**src/hdl/dtc_regs.vh**
```
// Purpose: Named constants for the display timing configuration block.
// Assumes: Byte addresses on an 8-bit register port, 32-bit data.
// Notes: Bit positions follow the timing configuration word layout.
`ifndef DTC_REGS_VH
`define DTC_REGS_VH

// Register byte addresses.
`define DTC_ADDR_W 8
`define DTC_OFF_CFG 8'h00
`define DTC_OFF_STAT 8'h04

// Reset values.
`define DTC_CFG_RST 10'h000
`define DTC_ZERO32 32'h00000000

// Timing configuration field positions.
`define DTC_BIT_RATE 16
`define DTC_BIT_PXDBL 15
`define DTC_BIT_ILACE 14
`define DTC_BIT_PLANAR 13
`define DTC_BIT_CENTER 12
`define DTC_BIT_PVINV 11
`define DTC_BIT_PHINV 10
`define DTC_BIT_CVINV 9
`define DTC_BIT_CHINV 8
`define DTC_BIT_BLINK 7
`define DTC_CFG_LSB 7
`define DTC_CFG_MSB 16
`define DTC_CFG_W 10

// Status register field positions.
`define DTC_ST_FRAME_MSB 5
`define DTC_ST_FRAME_LSB 0
`define DTC_ST_CURSOR 8
`define DTC_ST_TEXT 9
`define DTC_ST_ODD 12

// Frame counter and blink phase bits.
`define DTC_FRAME_W 6
`define DTC_FRAME_ONE 6'h01
`define DTC_CUR_SLOW_BIT 4
`define DTC_CUR_FAST_BIT 3
`define DTC_TXT_SLOW_BIT 5
`define DTC_TXT_FAST_BIT 4

// Pixel path.
`define DTC_PIX_W 8
`define DTC_PIX_BLANK 8'h00

// Sync indices in the polarity generate loop.
`define DTC_NSYNC 4
`define DTC_SY_CRT_H 0
`define DTC_SY_CRT_V 1
`define DTC_SY_PNL_H 2
`define DTC_SY_PNL_V 3

`endif

```
**src/hdl/dtc_blink_gen.v**
```verilog
// Purpose: Frame counter and cursor and text blink phases.
// Assumes: frame_tick is a one-cycle pulse once per displayed frame.
// Notes: Outputs are registered; visible phases are high when shown.
`timescale 1ns/1ps
`include "dtc_regs.vh"

module dtc_blink_gen (
  input wire clk,
  input wire rst,
  input wire frame_tick,
  input wire rate_sel,
  input wire blink_en,
  output reg cursor_vis_q,
  output reg text_vis_q,
  output reg [`DTC_FRAME_W-1:0] frame_q
);

  wire [`DTC_FRAME_W-1:0] frame_d;
  wire cursor_vis_d;
  wire text_vis_d;

  // Free-running counter advanced once per frame at vertical sync.
  assign frame_d = frame_tick ? frame_q + `DTC_FRAME_ONE : frame_q;

  // Slow rate: cursor 32 frames, text 64 frames; fast rate: 16 and 32.
  assign cursor_vis_d = !blink_en ? 1'b1 :
    rate_sel ? ~frame_d[`DTC_CUR_SLOW_BIT] : ~frame_d[`DTC_CUR_FAST_BIT];
  assign text_vis_d = !blink_en ? 1'b1 :
    rate_sel ? ~frame_d[`DTC_TXT_SLOW_BIT] : ~frame_d[`DTC_TXT_FAST_BIT];

  always @(posedge clk or posedge rst) begin
    if (rst) begin
      frame_q <= {`DTC_FRAME_W{1'b0}};
      cursor_vis_q <= 1'b1;
      text_vis_q <= 1'b1;
    end else begin
      frame_q <= frame_d;
      cursor_vis_q <= cursor_vis_d;
      text_vis_q <= text_vis_d;
    end
  end

endmodule

```
**src/hdl/dtc_pix_double.v**
```verilog
// Purpose: Pixel fetch pacing with optional horizontal doubling.
// Assumes: The pixel source presents a pixel whenever take is high.
// Notes: A taken pixel appears one cycle later and, when doubling, twice.
`timescale 1ns/1ps
`include "dtc_regs.vh"

module dtc_pix_double (
  input wire clk,
  input wire rst,
  input wire double_en,
  input wire [`DTC_PIX_W-1:0] pix_in,
  input wire blink_in,
  input wire valid_in,
  output reg take_q,
  output reg [`DTC_PIX_W-1:0] pix_q,
  output reg blink_q,
  output reg valid_q
);

  always @(posedge clk or posedge rst) begin
    if (rst) begin
      take_q <= 1'b1;
      pix_q <= `DTC_PIX_BLANK;
      blink_q <= 1'b0;
      valid_q <= 1'b0;
    end else begin
      // Doubling takes a pixel every other cycle and shows it twice.
      take_q <= double_en ? ~take_q : 1'b1;
      if (take_q) begin
        pix_q <= pix_in;
        blink_q <= blink_in;
        valid_q <= valid_in;
      end
    end
  end

endmodule

```
**src/hdl/dtc_timing_cfg.v**
```verilog
// Purpose: Display timing configuration bits and their effect on the display outputs.
// Assumes: One pixel clock SYS_CLK; timing inputs come from the timing generator.
// Notes: Registers are reached over a plain port with read data one cycle later.
`timescale 1ns/1ps
`include "dtc_regs.vh"

module dtc_timing_cfg (
  input wire SYS_CLK,
  input wire RST,
  input wire [`DTC_ADDR_W-1:0] REG_ADDR,
  input wire [31:0] REG_WDATA,
  input wire REG_WR,
  input wire REG_RD,
  output reg [31:0] REG_RDATA,
  input wire TG_HSYNC,
  input wire TG_VSYNC,
  input wire TG_ACTIVE,
  input wire TG_BORDER,
  input wire [`DTC_PIX_W-1:0] PIX_IN,
  input wire PIX_IN_BLINK,
  input wire PIX_IN_VALID,
  input wire CURSOR_HIT,
  output wire PIX_TAKE,
  output reg [`DTC_PIX_W-1:0] PIX_OUT,
  output reg PIX_OUT_VALID,
  output reg CURSOR_SHOW,
  output reg CRT_HORIZONTAL_SYNC_OUT,
  output reg CRT_VERTICAL_SYNC_OUT,
  output reg PANEL_HSYNC,
  output reg PANEL_VSYNC,
  output reg PANEL_DISPLAY_QUALIFIER,
  output reg INTERLACE_EN,
  output reg ODD_FIELD,
  output reg PLANAR_MODE,
  output reg PIXEL_DOUBLE_EN
);

  // Stored configuration bits, 16 down to 7.
  reg [`DTC_CFG_W-1:0] cfg_q;
  reg [`DTC_CFG_W-1:0] cfg_d;

  // Decoded configuration fields.
  wire blink_rate_select;
  wire pixel_double_en;
  wire interlace_scan_en;
  wire planar_mode_en;
  wire panel_center_en;
  wire panel_vsync_invert;
  wire panel_hsync_invert;
  wire crt_vertical_sync_out_invert;
  wire crt_horizontal_sync_out_invert;
  wire blink_enable_bit;

  // Vertical sync edge detection for the frame tick.
  reg vsync_prev_q;
  wire frame_tick;

  // Interlace field tracking.
  reg odd_field_d;

  // Blink phases and frame counter.
  wire cursor_vis;
  wire text_vis;
  wire [`DTC_FRAME_W-1:0] frame_cnt;

  // Doubler output stage.
  wire [`DTC_PIX_W-1:0] dbl_pix;
  wire dbl_blink;
  wire dbl_valid;

  // Register read path.
  reg [31:0] rdata_d;
  reg [31:0] cfg_word;
  reg [31:0] stat_word;

  // Sync sources and polarity controls, indexed by the sync loop.
  wire [`DTC_NSYNC-1:0] sync_raw;
  wire [`DTC_NSYNC-1:0] sync_inv;
  wire [`DTC_NSYNC-1:0] sync_d;
  reg [`DTC_NSYNC-1:0] sync_q;

  // Pixel stage next values.
  reg [`DTC_PIX_W-1:0] pix_d;
  reg cursor_show_d;
  reg qual_d;

  // Applies an inversion control to a sync level that is high in sync.
  function sync_level;
    input raw;
    input inv;
    begin
      sync_level = raw ^ inv;
    end
  endfunction

  // Compares a register address against one mapped offset.
  function addr_hit;
    input [`DTC_ADDR_W-1:0] addr;
    input [`DTC_ADDR_W-1:0] off;
    begin
      addr_hit = (addr == off);
    end
  endfunction

  // Field decode from the stored configuration.
  assign blink_rate_select = cfg_q[`DTC_BIT_RATE - `DTC_CFG_LSB];
  assign pixel_double_en = cfg_q[`DTC_BIT_PXDBL - `DTC_CFG_LSB];
  assign interlace_scan_en = cfg_q[`DTC_BIT_ILACE - `DTC_CFG_LSB];
  assign planar_mode_en = cfg_q[`DTC_BIT_PLANAR - `DTC_CFG_LSB];
  assign panel_center_en = cfg_q[`DTC_BIT_CENTER - `DTC_CFG_LSB];
  assign panel_vsync_invert = cfg_q[`DTC_BIT_PVINV - `DTC_CFG_LSB];
  assign panel_hsync_invert = cfg_q[`DTC_BIT_PHINV - `DTC_CFG_LSB];
  assign crt_vertical_sync_out_invert = cfg_q[`DTC_BIT_CVINV - `DTC_CFG_LSB];
  assign crt_horizontal_sync_out_invert = cfg_q[`DTC_BIT_CHINV - `DTC_CFG_LSB];
  assign blink_enable_bit = cfg_q[`DTC_BIT_BLINK - `DTC_CFG_LSB];

  // Configuration write; only bits 16 down to 7 are stored.
  always @* begin
    cfg_d = cfg_q;
    if (REG_WR && addr_hit(REG_ADDR, `DTC_OFF_CFG)) begin
      cfg_d = REG_WDATA[`DTC_CFG_MSB:`DTC_CFG_LSB];
    end
  end

  always @(posedge SYS_CLK or posedge RST) begin
    if (RST) begin
      cfg_q <= `DTC_CFG_RST;
    end else begin
      cfg_q <= cfg_d;
    end
  end

  // Read words; unstored and reserved bits read as zero.
  always @* begin
    cfg_word = `DTC_ZERO32;
    cfg_word[`DTC_CFG_MSB:`DTC_CFG_LSB] = cfg_q;
  end

  always @* begin
    stat_word = `DTC_ZERO32;
    stat_word[`DTC_ST_FRAME_MSB:`DTC_ST_FRAME_LSB] = frame_cnt;
    stat_word[`DTC_ST_CURSOR] = cursor_vis;
    stat_word[`DTC_ST_TEXT] = text_vis;
    stat_word[`DTC_ST_ODD] = ODD_FIELD;
  end

  // Read data stand only in the cycle after the read strobe.
  always @* begin
    rdata_d = `DTC_ZERO32;
    if (REG_RD) begin
      if (addr_hit(REG_ADDR, `DTC_OFF_CFG)) begin
        rdata_d = cfg_word;
      end else if (addr_hit(REG_ADDR, `DTC_OFF_STAT)) begin
        rdata_d = stat_word;
      end else begin
        rdata_d = `DTC_ZERO32;
      end
    end
  end

  always @(posedge SYS_CLK or posedge RST) begin
    if (RST) begin
      REG_RDATA <= `DTC_ZERO32;
    end else begin
      REG_RDATA <= rdata_d;
    end
  end

  // One tick per frame on the rising edge of the raw vertical sync.
  assign frame_tick = TG_VSYNC & ~vsync_prev_q;

  always @(posedge SYS_CLK or posedge RST) begin
    if (RST) begin
      vsync_prev_q <= 1'b0;
    end else begin
      vsync_prev_q <= TG_VSYNC;
    end
  end

  // Field alternates each frame in interlaced scan, stays even otherwise.
  always @* begin
    odd_field_d = ODD_FIELD;
    if (!interlace_scan_en) begin
      odd_field_d = 1'b0;
    end else if (frame_tick) begin
      odd_field_d = ~ODD_FIELD;
    end
  end

  // Mode outputs that other display logic follows.
  always @(posedge SYS_CLK or posedge RST) begin
    if (RST) begin
      INTERLACE_EN <= 1'b0;
    end else begin
      INTERLACE_EN <= interlace_scan_en;
    end
  end

  always @(posedge SYS_CLK or posedge RST) begin
    if (RST) begin
      ODD_FIELD <= 1'b0;
    end else begin
      ODD_FIELD <= odd_field_d;
    end
  end

  always @(posedge SYS_CLK or posedge RST) begin
    if (RST) begin
      PLANAR_MODE <= 1'b0;
    end else begin
      PLANAR_MODE <= planar_mode_en;
    end
  end

  always @(posedge SYS_CLK or posedge RST) begin
    if (RST) begin
      PIXEL_DOUBLE_EN <= 1'b0;
    end else begin
      PIXEL_DOUBLE_EN <= pixel_double_en;
    end
  end

  // Sync sources and their polarity controls.
  assign sync_raw[`DTC_SY_CRT_H] = TG_HSYNC;
  assign sync_raw[`DTC_SY_CRT_V] = TG_VSYNC;
  assign sync_raw[`DTC_SY_PNL_H] = TG_HSYNC;
  assign sync_raw[`DTC_SY_PNL_V] = TG_VSYNC;
  assign sync_inv[`DTC_SY_CRT_H] = crt_horizontal_sync_out_invert;
  assign sync_inv[`DTC_SY_CRT_V] = crt_vertical_sync_out_invert;
  assign sync_inv[`DTC_SY_PNL_H] = panel_hsync_invert;
  assign sync_inv[`DTC_SY_PNL_V] = panel_vsync_invert;

  // Each sync output idles at the polarity bit and pulses to its opposite.
  genvar gi;
  generate
    for (gi = 0; gi < `DTC_NSYNC; gi = gi + 1) begin : g_sync
      assign sync_d[gi] = sync_level(sync_raw[gi], sync_inv[gi]);
      always @(posedge SYS_CLK or posedge RST) begin
        if (RST) begin
          sync_q[gi] <= 1'b0;
        end else begin
          sync_q[gi] <= sync_d[gi];
        end
      end
    end
  endgenerate

  // Second stage aligns syncs with the pixel path.
  always @(posedge SYS_CLK or posedge RST) begin
    if (RST) begin
      CRT_HORIZONTAL_SYNC_OUT <= 1'b0;
      CRT_VERTICAL_SYNC_OUT <= 1'b0;
      PANEL_HSYNC <= 1'b0;
      PANEL_VSYNC <= 1'b0;
    end else begin
      CRT_HORIZONTAL_SYNC_OUT <= sync_q[`DTC_SY_CRT_H];
      CRT_VERTICAL_SYNC_OUT <= sync_q[`DTC_SY_CRT_V];
      PANEL_HSYNC <= sync_q[`DTC_SY_PNL_H];
      PANEL_VSYNC <= sync_q[`DTC_SY_PNL_V];
    end
  end

  // Blink phase generation.
  dtc_blink_gen u_blink (
    .clk(SYS_CLK),
    .rst(RST),
    .frame_tick(frame_tick),
    .rate_sel(blink_rate_select),
    .blink_en(blink_enable_bit),
    .cursor_vis_q(cursor_vis),
    .text_vis_q(text_vis),
    .frame_q(frame_cnt)
  );

  // Pixel fetch pacing and doubling; software halves the fetched line.
  dtc_pix_double u_double (
    .clk(SYS_CLK),
    .rst(RST),
    .double_en(pixel_double_en),
    .pix_in(PIX_IN),
    .blink_in(PIX_IN_BLINK),
    .valid_in(PIX_IN_VALID),
    .take_q(PIX_TAKE),
    .pix_q(dbl_pix),
    .blink_q(dbl_blink),
    .valid_q(dbl_valid)
  );

  // Blink-marked pixels are blanked in the hidden text phase.
  always @* begin
    pix_d = dbl_pix;
    if (dbl_blink && !text_vis) begin
      pix_d = `DTC_PIX_BLANK;
    end
  end

  // Cursor shows only in its visible phase.
  always @* begin
    cursor_show_d = CURSOR_HIT & cursor_vis;
  end

  // Panel qualifier covers border too when centering is on.
  always @* begin
    if (panel_center_en) begin
      qual_d = TG_ACTIVE | TG_BORDER;
    end else begin
      qual_d = TG_ACTIVE;
    end
  end

  reg qual_q;

  always @(posedge SYS_CLK or posedge RST) begin
    if (RST) begin
      qual_q <= 1'b0;
      PANEL_DISPLAY_QUALIFIER <= 1'b0;
    end else begin
      qual_q <= qual_d;
      PANEL_DISPLAY_QUALIFIER <= qual_q;
    end
  end

  // Output pixel stage.
  always @(posedge SYS_CLK or posedge RST) begin
    if (RST) begin
      PIX_OUT <= `DTC_PIX_BLANK;
      PIX_OUT_VALID <= 1'b0;
      CURSOR_SHOW <= 1'b0;
    end else begin
      PIX_OUT <= pix_d;
      PIX_OUT_VALID <= dbl_valid;
      CURSOR_SHOW <= cursor_show_d;
    end
  end

endmodule

```
**config.mk**
```make
export PLATFORM = sky130hd
export DESIGN_NAME = dtc_timing_cfg
export DESIGN_NICKNAME = d
export VERILOG_FILES = /design/src/hdl/dtc_blink_gen.v /design/src/hdl/dtc_pix_double.v /design/src/hdl/dtc_timing_cfg.v
export VERILOG_INCLUDE_DIRS = /design/src /design/src/hdl
export SDC_FILE = /design/constraint.sdc
export NUM_CORES = 1
export LEC_CHECK = 0
export ABC_AREA = 1
export BUFFER_PORTS_ARGS = -buffer_cell sky130_fd_sc_hd__buf_4
export CAP_MARGIN = 0
export CORE_AREA = 2 2 84 86
export DETAILED_ROUTE_END_ITERATION = 10
export DIE_AREA = 0 0 86 88
export PLACE_DENSITY_LB_ADDON = 0.05
export SYNTH_ARGS = -nofsm -noshare
export SYNTH_HDL_FRONTEND = slang
export SYNTH_HIERARCHICAL = 1
export SYNTH_SLANG_ARGS = --single-unit
```
**constraint.sdc**
```tcl
create_clock -name SYS_CLK -period 1.6 [get_ports SYS_CLK]
set_clock_uncertainty 0.1 [all_clocks]
set_input_delay 0.32 -clock SYS_CLK [delete_from_list [all_inputs] [get_ports SYS_CLK]]
set_output_delay 0.32 -clock SYS_CLK [all_outputs]
set_load 0.005 [all_outputs]
```
### After elaboration in Yosys (flattened, before gate mapping)

Cells that the tools add are included.
Widths: inputs -> output; s select.

* mux-type cells: 13
* eq/ne operators: 2
* bitwise logic cells: 13
* $add $sub $neg: 1
* reductions and logical operators: 4

Operators with widths (count)
* $mux 17: 2
* $mux 13: 1
* $eq 8x3->1 const B: 1
* $logic_not 8->1: 1
* $mux 1: 8
* $mux 8: 1
* $add 6x1->6 const B: 1
* $mux 6: 1
* $not 1->1: 6
* $xor 1x1->1: 4
* $and 1x1->1: 2
* $logic_and 1x1->1: 2
* $ne 2x1->1 const B: 1
* $logic_not 1->1: 1
* $or 1x1->1: 1

* input bits: 59
* output and inout bits: 52
* word-level logic and storage cells: 61
* bits in registers: 86

### Logic depth before layout (Yosys ltp)

Gate-level depths: netlist of run 1.

* word-level depth: 6
* gate-level depth with buffers: 9

### Modules after synthesis

Netlist of run 1, hierarchy kept.

By module, submodules not included
* dtc_timing_cfg: sequential area each 1276.2 um^2, area an instance 1976.9 um^2, cells each 197, times used 1
* dtc_pix_double: sequential area each 276.5 um^2, area an instance 411.6 um^2, cells each 45, times used 1
* dtc_blink_gen: sequential area each 202.7 um^2, area an instance 380.4 um^2, cells each 43, times used 1

### Least setup slack after synthesis of run 1

OpenSTA, ideal clock, no wires.

* path kind: flip-flop to flip-flop
* start point: reg vsync_prev_q
* end point: reg u_blink.text_vis_q
* path buffers: 0
* slack: 0.414 ns
* data required time: 1.417 ns
* setup time: 0.083 ns
* stages on the path, launching flop included: 9
* period minus slack after synthesis: 1.186 ns
* arrival time: 1.002 ns
* cell sequence: dfrtp_1 inv_1 nand2_1 inv_1 nand2_2 nor2_2 nand3_1 nand3_1 nand3_1

* word-level cells in the longest chain between the ends: 6

RTL lines
* start, declared: line dtc_timing_cfg.v:55 `reg vsync_prev_q;`
* start signal, assigned: line dtc_timing_cfg.v:174 `vsync_prev_q <= 1'b0;`
* start signal, assigned: line dtc_timing_cfg.v:176 `vsync_prev_q <= TG_VSYNC;`
* $not 1->1 (*): line dtc_timing_cfg.v:170 `assign frame_tick = TG_VSYNC & ~vsync_prev_q;`
* $and 1x1->1 (*): line dtc_timing_cfg.v:170
* named net frame_tick: line dtc_timing_cfg.v:56 `wire frame_tick;`
* $mux 6 (*): line dtc_blink_gen.v:23 `` assign frame_d = frame_tick ? frame_q + `DTC_FRAME_ONE : frame_q; ``
* $not 1->1: line dtc_blink_gen.v:29 `` rate_sel ? ~frame_d[`DTC_TXT_SLOW_BIT] : ~frame_d[`DTC_TXT_FAST_BIT]; ``
* $mux 1 (*): line dtc_blink_gen.v:29
* $mux 1 (*): line dtc_blink_gen.v:28 `assign text_vis_d = !blink_en ? 1'b1 :`
* named net u_blink.text_vis_d: line dtc_blink_gen.v:20 `wire text_vis_d;`
* end signal, assigned: line dtc_blink_gen.v:39 `text_vis_q <= text_vis_d;`
* end, declared: line dtc_blink_gen.v:14 `output reg text_vis_q,`

Mark *: on every way through the listed nets, which the timed path passes. The rest lies on a longest branch.
A chain may end at the register's enable or synchronous reset.

### Final worst setup path of run 1

* start point: reg u_double.take_q
* end point: out PIX_TAKE

RTL lines
* start, declared: line dtc_pix_double.v:14 `output reg take_q,`
* start signal, assigned: line dtc_pix_double.v:28 `take_q <= double_en ? ~take_q : 1'b1;`
* end, declared: line dtc_timing_cfg.v:23 `output wire PIX_TAKE,`

No word-level cell between the ends.

==> results of run 1 <==
-- Yosys cell counts, drive strengths merged --
cell	number	area, µm²
nand3	23	115.1
mux2	1	11.26
o21bai	1	7.510
nor2	34	153.9
nand4	1	6.260
inv	39	146.4
ha	1	12.51
buf	20	152.7
conb	1	3.750
o21ai	3	15.01
nand2	83	324.1
dfstp	3	78.83
xor2	6	52.55
a21o	1	7.510
dfrtp	67	1677
a21oi	1	5.000
-- metal layers --
layer | part of all wire [%] | global-route usage (%) | vias to the layer above
met5 | 0 | 0 | -
met4 | 2.3 | 8.225 | 0
met3 | 4.9 | 3.487 | 11
met2 | 46 | 25.09 | 58
met1 | 46 | 22.01 | 923
li1 | - | - | 986
-- kinds of logic after synthesis --
logic type | after synthesis | synth area share [%]
XOR/XNOR | 6 | 1.898
AO/OA/AOI/OAI | 6 | 1.265
adder cells (fa/ha/maj) | 1 | 0.4518
buffers and inverters | 59 | 10.80
multiplexers | 1 | 0.4067
flip-flops | 70 | 63.40
other | 1 | 0.1354
AND/OR/NAND/NOR | 141 | 21.65
-- layout make-up --
cell class                 instances  area share, %
tap                               80          2.792
timing repair buffer              76          16.34
clock buffer                      11          3.944
sequential                        70          48.97
inverter                          39          4.188
multi-input combinational        171          21.50
clock inverter                     5          2.269
-- per-stage QoR --
stage	setup slack (ps)	util [%]	hold slack [ps]	cells
floorplan	414.4	-	34.23	300
global placement	117.1	50.45	190.2	435
detailed placement	109.0	50.45	189.7	435
CTS	138.5	53.95	14.06	452
global route	18.33	53.95	10.32	452
finish	162.9	53.95	31.63	452
-- state kept, by name, indices dropped and copies added (netlist names), 4 cells and up --
register,count
sync_q,4
REG_RDATA,16
PIX_OUT,8
u_double/pix_q,8
cfg_q,10
u_blink/frame_q,6
-- cells in the final DEF, fill, tap and decap left out, types with 2 or more instances in the layout --
master and instances:
sky130_fd_sc_hd__buf_4 74, sky130_fd_sc_hd__bufinv_16 2, sky130_fd_sc_hd__clkbuf_8 10, sky130_fd_sc_hd__clkinvlp_4 2, sky130_fd_sc_hd__conb_1 16, sky130_fd_sc_hd__dfrtp_1 67, sky130_fd_sc_hd__dfstp_2 3, sky130_fd_sc_hd__inv_1 37
sky130_fd_sc_hd__nand2_1 78, sky130_fd_sc_hd__nand2_2 5, sky130_fd_sc_hd__nand3_1 23, sky130_fd_sc_hd__nor2_1 31, sky130_fd_sc_hd__o21ai_0 3, sky130_fd_sc_hd__xor2_1 6
-- path summary, 6_finish.rpt --
kind | slack [ps] | startpoint | cells past startpoint | to
setup / recovery | 160 | u_double/take_q$_DFF_PP1_ | 1 | PIX_TAKE
hold reg to reg | 250 | sync_q[0]$_DFF_PP0_ | 0 | CRT_HORIZONTAL_SYNC_OUT$_DFF_PP0_
setup reg to reg | 210 | vsync_prev_q$_DFF_PP0_ | 8 | u_blink/text_vis_q$_DFF_PP1_
min in group asynchronous | 380 | RST | 3 | REG_RDATA[15]$_DFF_PP0_
hold / removal | 30 | TG_VSYNC | 1 | vsync_prev_q$_DFF_PP0_
max in group asynchronous | 540 | RST | 4 | cfg_q[4]$_DFFE_PP0P_
-- power by group through the flow --
| stage | Sequential, mW | Clock [mW] | Combinational [mW] |
|---|---|---|---|
| after floorplan | 2.04 | 0 | 0.300 |
| after global placement | 2.06 | 0 | 0.448 |
| after detailed placement | 2.07 | 0 | 0.456 |
| after CTS | 2.03 | 1.62 | 0.459 |
| after global routing | 2.05 | 1.71 | 0.530 |
| final | 2.03 | 1.58 | 0.453 |
==> qor_table.md, run 1 <==
| Stage | Quantity | Reported |
| --- | --- | --- |
| status | Result of the run | completed |
| cells and area | Filler cell count | 621 |
| power and ir drop | Clock network fraction of design power | 38.9% |
| cts | H-tree depth reported by CTS | 3 |
| cells and area | Fraction of layout instances using a drive strength above 1 | 27.96% |
| synth | Synthesized area divided by synthesized cell count | 9.715 µm² |
| critical path | Slowest cell on crit path | sky130_fd_sc_hd__dfstp_2 |
| timing | Total Neg Setup Slack | 0 ps |
| critical path | Data required time at the worst endpoint | 1180 ps |
| power and ir drop | Overall power after layout | 4.059 mW |
| drt | Drt pass-1 iters | 4 |
| die | Horiz. Die Dim | 86 µm |
| cts | Post_cts resized | 0 |
| die | Row count | 30 |
| power and ir drop | Static Leak | 1.965 nW |
| cts | Maximum root-to-sink buffer count | 2 |
| critical path | Capturing element type of the critical path | output port |
| cts | Clk Latency, worst-skew pair | 330 ps |
| cts | Root Buffer | sky130_fd_sc_hd__clkbuf_8 |
| cts | Clock-pin transition on the worst setup and hold timing paths | 70 ps |
| timing | Final min period | 1437 ps |
| run | Max capacitance violation total | 0 |
| critical path | Arrival time reported for the critical path endpoint | 1020 ps |
| drt | Post-detailed-route wirelength per cell | 11.99 µm |
| timing | Final worst path period share | 89.82% |
| power and ir drop | Power density over cell area | 1132 nW/µm² |
| global routing | Overall routing resource usage | 16.32% |
| placed design | Global placer's final weighted congestion | 0.7682 |
| critical path | Delay of the slowest cell on the worst path | 570 ps |
| die | Die Y | 88 µm |
| cells and area | Reg area | 1755 µm² |
| cts | Buffers inserted by post-CTS timing repair | 0 |
| cells and area | Area of the multi-input gates | 770.7 µm² |
| die | Initial Utilization | 41.68% |
| drt | DRC violation total after the first TritonRoute iteration | 89 |
| cells and area | Layout overhead on the synthesized area | 29.46% |
| power and ir drop | Worst IR Drop VDD | 676.4 µV |
| cts | TritonCTS sink count | 70 |
| synth | Post-synth cell types | 23 |
| cells and area | Ant diodes | 0 |
| global routing | Global-route wire length before repair | 9266 µm |
| power and ir drop | Combinational share of power | 11.2% |
| global routing | Via count of the first global-routing pass | 1979 |
| critical path | Critical path cell sequence | buf_4 |
| cells and area | Post-layout instance area | 3585 µm² |
| worst hold path | Path type of the worst min-delay path | input pin to flop |
| global routing | GR Overflow Total | 0 |
| placed design | Number of port buffers | 72 |
| cts | Number of buffers added by the clock tree synthesis step | 9 |
| cts | Count of hold buffers inserted by post-cts repair | 1 |
| critical path | Family with the most delay on the worst path | flip-flops |
| critical path | Critical path buffer and inverter count | 1 |
| power and ir drop | Internal power summed over all cells | 3.050 mW |
| timing | Relative slew slack | 60.91% |
| timing | Unrepaired setup endpoints after global routing | false |
| power and ir drop | Share of power burned in registers | 50.0% |
| synth | Part of the Yosys area used for sequential elements | 63.40% |
| timing | Count of final max-slew check failures | 0 |
| synth | Combined area of all synthesized cells | 2769 µm² |
| drt | Remaining routing DRC violations | 0 |
| global routing | Initial antenna violation count | 0 |
| die | Die Area | 7568 µm² |
| die | IO Pins | 111 |
| die | Core footprint | 6644 µm² |
| critical path | Critical path type | flop to output port |
| power and ir drop | Net Sw Power | 1.009 mW |
| global routing | Pin count of the biggest net entering global routing | 44 |
| power and ir drop | Net Sw Frac | 24.87% |
| drt | Number of vias in the routed layout | 1978 |
| timing | Fmax | 695.8 MHz |
| drt | Final Routed Wirelength | 5418 µm |
| synth | Cell count after synthesis | 285 |
| synth | Synthesized flop and latch total | 70 |
| critical path | Worst Setup Start Kind | flop |
| drt | Per-cell via count in the routed design | 4.376 |
| timing | Measured slew at the worst slew-check pin | 584.2 ps |
| drt | Count of antenna-violating nets left after detailed routing | 0 |
| cts | TritonCTS clock tree | done |
| timing | Hold violation total from the final report | 0 |
| critical path | Maximum fanout count along the critical path | 4 |
| synth | Warning count from the yosys run | 6 |
| cells and area | Number of nets in the finished design | 427 |
| placed design | DP Wirelength | 4029 µm |
| timing | Setup violators final | 0 |
| placed design | Dpl cell area | 3352 µm² |
(Power assumes the default switching activity.)
==> run 2: changes to the inputs <==
Settings changed: MAX_ROUTING_LAYER set to met4.
Clock period 1.6 ns to 1.3 ns, I/O delays scaled along.
==> run 2 against run 1 <==
Compared with the run above: core utilization grew 1.8 points; critical path depth did not move; largest power group unchanged; wire length is 3.7% higher; power increased by 24%; setup slack lost 190 ps; sequential share of layout area down 1.6 points; clock power rose by 16%; critical endpoint unchanged; the run now ends with negative setup slack left; clock-buffer cell count unchanged; via count increased by 2.0%.
==> qor_table.md, run 2 (synthesized netlist as in run 1, its figures left out) <==
| Stage | Quantity | Reported |
| --- | --- | --- |
| status | Result of the run | complete, but fails checks |
| status | Violated checks | negative setup slack |
| global routing | Via count of the first global-routing pass | 1991 |
| critical path | Family with the most delay on the worst path | flip-flops |
| critical path | Critical path type | flop to output port |
| die | Initial Utilization | 41.68% |
| cts | H-tree depth reported by CTS | 3 |
| critical path | Worst Setup Start Kind | flop |
| timing | Unrepaired setup endpoints after global routing | true |
| cells and area | Top Registers | REG_RDATA: 16 flops, cfg_q: 10 flops |
| die | Row count | 30 |
| drt | Final Routed Wirelength | 5616 µm |
| cells and area | Ant diodes | 0 |
| power and ir drop | Power density over cell area | 1360 nW/µm² |
| critical path | Maximum fanout count along the critical path | 2 |
| cells and area | Most used cells in the layout excluding fill and tap cells | sky130_fd_sc_hd__buf_4 (84), sky130_fd_sc_hd__nand2_1 (76), sky130_fd_sc_hd__dfrtp_1 (67) |
| placed design | Number of port buffers | 72 |
| cts | TritonCTS clock tree | done |
| timing | Total Neg Setup Slack | -23.20 ps |
| cts | Clock-pin transition on the worst setup and hold timing paths | 70 ps |
| run | Max capacitance violation total | 0 |
| cells and area | Layout overhead on the synthesized area | 33.75% |
| cells and area | Max reg flops | 16 |
| drt | Drt pass-1 iters | 4 |
| drt | Post-detailed-route wirelength per cell | 12.13 µm |
| critical path | Arrival time reported for the critical path endpoint | 960 ps |
| drt | Remaining routing DRC violations | 0 |
| timing | Hold violation total from the final report | 0 |
| cells and area | Fraction of layout instances using a drive strength above 1 | 31.59% |
| worst hold path | Path type of the worst min-delay path | input pin to flop |
| placed design | Global placer's final weighted congestion | 0.7523 |
| die | Die Area | 7568 µm² |
| cells and area | Register with the most flip-flops | REG_RDATA |
| die | IO Pins | 111 |
| critical path | Data required time at the worst endpoint | 940 ps |
| timing | Relative slew slack | 60.31% |
| cells and area | Number of nets in the finished design | 439 |
| drt | Number of vias in the routed layout | 2018 |
| critical path | Delay of the slowest cell on the worst path | 540 ps |
| worst hold path | Hold Path Stages | 2 |
| cells and area | Commonest non-fill, non-tap cell in the layout | sky130_fd_sc_hd__buf_4 |
| cts | TritonCTS sink count | 70 |
| cts | Root Buffer | sky130_fd_sc_hd__clkbuf_8 |
| drt | DRC violation total after the first TritonRoute iteration | 78 |
| timing | Measured slew at the worst slew-check pin | 593.2 ps |
| die | Die Y | 88 µm |
| timing | Worst setup margin | -23.20 ps |
| global routing | Pin count of the biggest net entering global routing | 52 |
| global routing | Initial antenna violation count | 0 |
| power and ir drop | Worst IR Drop VDD | 977.1 µV |
| timing | Final worst path period share | 101.8% |
| placed design | Dpl cell area | 3412 µm² |
| drt | Count of antenna-violating nets left after detailed routing | 0 |
| timing | Setup violators final | 1 |
| die | Core footprint | 6644 µm² |
| die | Horiz. Die Dim | 86 µm |
| placed design | DP Wirelength | 4046 µm |
| drt | Per-cell via count in the routed design | 4.359 |
| critical path | Capturing element type of the critical path | output port |
| critical path | Depth of the worst register-to-register path | 8 |
| critical path | Critical path buffer and inverter count | 1 |
| timing | Fmax | 755.7 MHz |
| cts | Number of buffers added by the clock tree synthesis step | 9 |
| critical path | Slowest cell on crit path | sky130_fd_sc_hd__dfstp_2 |
| global routing | Global-route wire length before repair | 9246 µm |
| cells and area | Post-layout instance area | 3704 µm² |
| timing | Count of final max-slew check failures | 0 |
| power and ir drop | Static Leak | 2.022 nW |
| power and ir drop | Overall power after layout | 5.035 mW |
| global routing | GR Overflow Total | 0 |
| cts | Maximum root-to-sink buffer count | 2 |
| global routing | Overall routing resource usage | 16.86% |
| timing | Final min period | 1323 ps |
| critical path | Critical path cell sequence | buf_6 |
| cts | Clk Latency, worst-skew pair | 330 ps |
| critical path | Cell depth of the worst setup path | 1 |
## run 2: changes by cell type in the layout (fill, tap and decap cells not counted), sizes merged
cell and change:
inv -1, dlygate4sd3 +1, buf +11
## run 2: report_power, final
part	switching [mW]	internal, mW	total (mW)	leakage, nW
sequential	0.129	2.35	2.48	0.883
clock	0.764	1.07	1.83	0.0994
combinational	0.369	0.351	0.719	1.04
## run 2: path summary, 6_finish.rpt
kind | startpoint | endpoint | slack (ps)
setup / recovery | u_double/take_q$_DFF_PP1_ | PIX_TAKE | -20
max in group asynchronous | RST | u_double/take_q$_DFF_PP1_ | 360
hold / removal | TG_HSYNC | sync_q[2]$_DFF_PP0_ | 20
min in group asynchronous | RST | u_blink/frame_q[0]$_DFFE_PP0P_ | 360
hold reg to reg | sync_q[1]$_DFF_PP0_ | CRT_VERTICAL_SYNC_OUT$_DFF_PP0_ | 250
setup reg to reg | vsync_prev_q$_DFF_PP0_ | u_blink/text_vis_q$_DFF_PP1_ | 50
## run 2: per-stage QoR
stage	setup WS [ps]	hold WS (ps)	util [%]	cells
2_1_floorplan	114.4	-25.77	-	300
3_3_place_gp	-56.04	170.2	51.36	443
3_5_place_dp	-74.00	175.5	51.36	443
4_1_cts	-48.12	2.947	55.16	463
5_1_grt	-60.70	9.065	55.74	463
6_report	-23.20	18.94	55.74	463
## run 2: final cells by class
cell class | instances | area (µm²)
flip-flops and latches | 70 | 1755
fillers | 618 | 2940
well taps | 80 | 100.1
clock inverters | 4 | 72.57
inverters | 39 | 152.6
clock buffers | 11 | 131.4
repair buffers | 88 | 681.9
multi-input cells | 171 | 809.5
## run 2: repair_timing
item	in CTS	in global routing
gates resized for setup	3	8
endpoints found under the hold margin	68	0
hold buffers	2	0
pin swaps	1	1
endpoints found under the setup margin	6	5
buffers inserted	3	0
## run 2: per-layer routing
metal	GRT usage, %	wire length (µm)
met1	21.10	2557
met2	26.00	2710
met3	3.487	244
met4	8.658	104
met5	-	0
==> run 3: changes to the inputs <==
Settings changed: SKIP_CTS_REPAIR_TIMING set to 1.
==> run 3 against run 2 <==
Compared with the run above: the flow still finishes with violations (negative setup slack); sequential power hardly changed; sequential cell count stayed put; register-to-register slack hardly changed; global-route usage is 0.27 points lower; critical path depth stayed put; hold slack worse by 18 ps; clock power hardly changed; die area stayed put; cell count is 0.22% lower; fmax is 2.0% lower; non-clock buffer count is 1 lower; via count is 0.74% lower.
==> qor_table.md, run 3 (synthesized netlist as in run 1, its figures left out) <==
| Stage | Quantity | Reported |
| --- | --- | --- |
| cts | TritonCTS sink count | 70 |
| die | IO Pins | 111 |
| cells and area | Number of nets in the finished design | 438 |
| power and ir drop | Power density over cell area | 1357 nW/µm² |
| timing | Final min period | 1351 ps |
| critical path | Critical path type | flop to output port |
| cells and area | Ant diodes | 0 |
| die | Die Area | 7568 µm² |
| die | Core footprint | 6644 µm² |
| cells and area | Commonest non-fill, non-tap cell in the layout | sky130_fd_sc_hd__buf_4 |
| timing | Total Neg Setup Slack | -50.85 ps |
| worst hold path | Hold Path Stages | 2 |
| global routing | Met2 track utilization from global routing | 25.58% |
| cells and area | Layout overhead on the synthesized area | 32.99% |
| global routing | Global-route layer with the greatest usage | met2 |
| critical path | Depth of the worst register-to-register path | 8 |
| drt | Final Routed Wirelength | 5569 µm |
| global routing | GR Overflow Total | 0 |
| critical path | Capturing element type of the critical path | output port |
| cts | Number of buffers added by the clock tree synthesis step | 9 |
| cts | Root Buffer | sky130_fd_sc_hd__clkbuf_8 |
| critical path | Launch point of the worst reg-to-reg path | vsync_prev_q$_DFF_PP0_ |
| critical path | Data required time at the worst endpoint | 940 ps |
| cells and area | Fraction of layout instances using a drive strength above 1 | 31.41% |
| global routing | Initial antenna violation count | 0 |
| critical path | Arrival time reported for the critical path endpoint | 990 ps |
| drt | Post-detailed-route wirelength per cell | 12.05 µm |
| cells and area | Top Registers | REG_RDATA: 16 flops, cfg_q: 10 flops |
| cts | Maximum root-to-sink buffer count | 2 |
| worst hold path | Capture endpoint of the worst hold path | qual_q$_DFF_PP0_ |
| power and ir drop | Overall power after layout | 4.995 mW |
| timing | Unrepaired setup endpoints after global routing | true |
| worst hold path | Min-Delay Startpoint | TG_ACTIVE |
| critical path | Worst-case register-to-register setup slack | 60 ps |
| global routing | Pin count of the biggest net entering global routing | 52 |
| timing | Relative slew slack | 60.31% |
| drt | Number of vias in the routed layout | 2003 |
| timing | Worst setup margin | -50.85 ps |
| die | Initial Utilization | 41.68% |
| critical path | Maximum fanout count along the critical path | 3 |
| critical path | Family with the most delay on the worst path | flip-flops |
| worst hold path | Path type of the worst min-delay path | input pin to flop |
| critical path | Slowest cell on crit path | sky130_fd_sc_hd__dfstp_2 |
| timing | Final worst path period share | 103.9% |
| timing | Fmax | 740.3 MHz |
| placed design | Global placer's final weighted congestion | 0.7523 |
| timing | Setup violators final | 1 |
| critical path | Delay of the slowest cell on the worst path | 560 ps |
| drt | Remaining routing DRC violations | 0 |
| power and ir drop | Static Leak | 2.014 nW |
| cts | Clk Latency, worst-skew pair | 330 ps |
| status | Result of the run | complete, but fails checks |
| power and ir drop | Worst IR Drop VDD | 988.5 µV |
| timing | Count of final max-slew check failures | 0 |
| drt | Drt pass-1 iters | 4 |
| cts | Clock-pin transition on the worst setup and hold timing paths | 70 ps |
| critical path | Critical path cell sequence | buf_6 |
| drt | Count of antenna-violating nets left after detailed routing | 0 |
| drt | Per-cell via count in the routed design | 4.335 |
| run | Max capacitance violation total | 0 |
| cells and area | Max reg flops | 16 |
| critical path | Worst Setup Start Kind | flop |
| cells and area | Register with the most flip-flops | REG_RDATA |
| die | Horiz. Die Dim | 86 µm |
| timing | Hold violation total from the final report | 0 |
| die | Die Y | 88 µm |
| placed design | Dpl cell area | 3412 µm² |
| drt | DRC violation total after the first TritonRoute iteration | 88 |
| global routing | Overall routing resource usage | 16.59% |
| cells and area | Most used cells in the layout excluding fill and tap cells | sky130_fd_sc_hd__buf_4 (84), sky130_fd_sc_hd__nand2_1 (76), sky130_fd_sc_hd__dfrtp_1 (67) |
| die | Row count | 30 |
| critical path | Worst R2R End | u_blink/text_vis_q$_DFF_PP1_ |
| global routing | Via count of the first global-routing pass | 1951 |
| cts | TritonCTS clock tree | done |
| placed design | Number of port buffers | 72 |
| global routing | Global Route met1 Usage | 20.67% |
| critical path | Critical path buffer and inverter count | 1 |
| placed design | DP Wirelength | 4046 µm |
| status | Violated checks | negative setup slack |
| global routing | Met3 layer usage reported by global route | 3.487% |
| timing | Measured slew at the worst slew-check pin | 593.2 ps |
| global routing | Global-route wire length before repair | 9087 µm |
| cells and area | Core utilization of the finished layout | 55.42% |
| cells and area | Post-layout instance area | 3682 µm² |
| cts | H-tree depth reported by CTS | 3 |
run 3: power breakdown:
| group | internal, mW | switching, mW |
|---|---|---|
| registers | 2.35 | 0.129 |
| logic | 0.326 | 0.356 |
| clock network | 1.07 | 0.761 |
| total | 3.75 | 1.25 |
run 3: final cells by class:
cell class,instances,area [µm²]
fill,622,2962
clock inverter,4,72.57
clock buffer,11,131.4
timing repair buffer,87,671.9
sequential,70,1755
inverter,39,152.6
tap,80,100.1
multi-input combinational,171,798.3
run 3: worst register-to-register path: stages, from the launching register on:
cell	delay (ps)
sky130_fd_sc_hd__dfrtp_1	360
sky130_fd_sc_hd__inv_1	60
sky130_fd_sc_hd__nand2_2	80
sky130_fd_sc_hd__inv_4	90
sky130_fd_sc_hd__buf_4	100
sky130_fd_sc_hd__nand4_1	60
sky130_fd_sc_hd__nand2_1	150
sky130_fd_sc_hd__nand3_2	80
sky130_fd_sc_hd__nand3_1	90
run 3: how the worst max path moves through the flow:
stage,from,end,slack (ps),cells past startpoint
5_1_grt,u_double/take_q$_DFF_PP1_,PIX_TAKE,-80,1
4_1_cts,u_double/take_q$_DFF_PP1_,PIX_TAKE,-110,1
3_3_place_gp,vsync_prev_q$_DFF_PP0_,u_blink/cursor_vis_q$_DFF_PP1_,-60,9
2_1_floorplan,vsync_prev_q$_DFF_PP0_,u_blink/text_vis_q$_DFF_PP1_,110,8
6_report,u_double/take_q$_DFF_PP1_,PIX_TAKE,-50,1
3_5_place_dp,vsync_prev_q$_DFF_PP0_,u_blink/text_vis_q$_DFF_PP1_,-70,8
run 3: routing by layer:
metal  wire (µm)  vias to the layer above
li1            -                     1006
met3         259                       10
met2        2681                       51
met4         104                        0
met1        2523                      936
met5           0                        -
run 3: stage by stage:
stage               cells  setup slack [ps]  hold WS, ps
finish                462            -50.85        1.199
global route          462            -84.01        9.065
CTS                   458            -110.9       -189.1
detailed placement    443            -74.00        175.5
global placement      443            -56.04        170.2
floorplan             300             114.4       -25.77
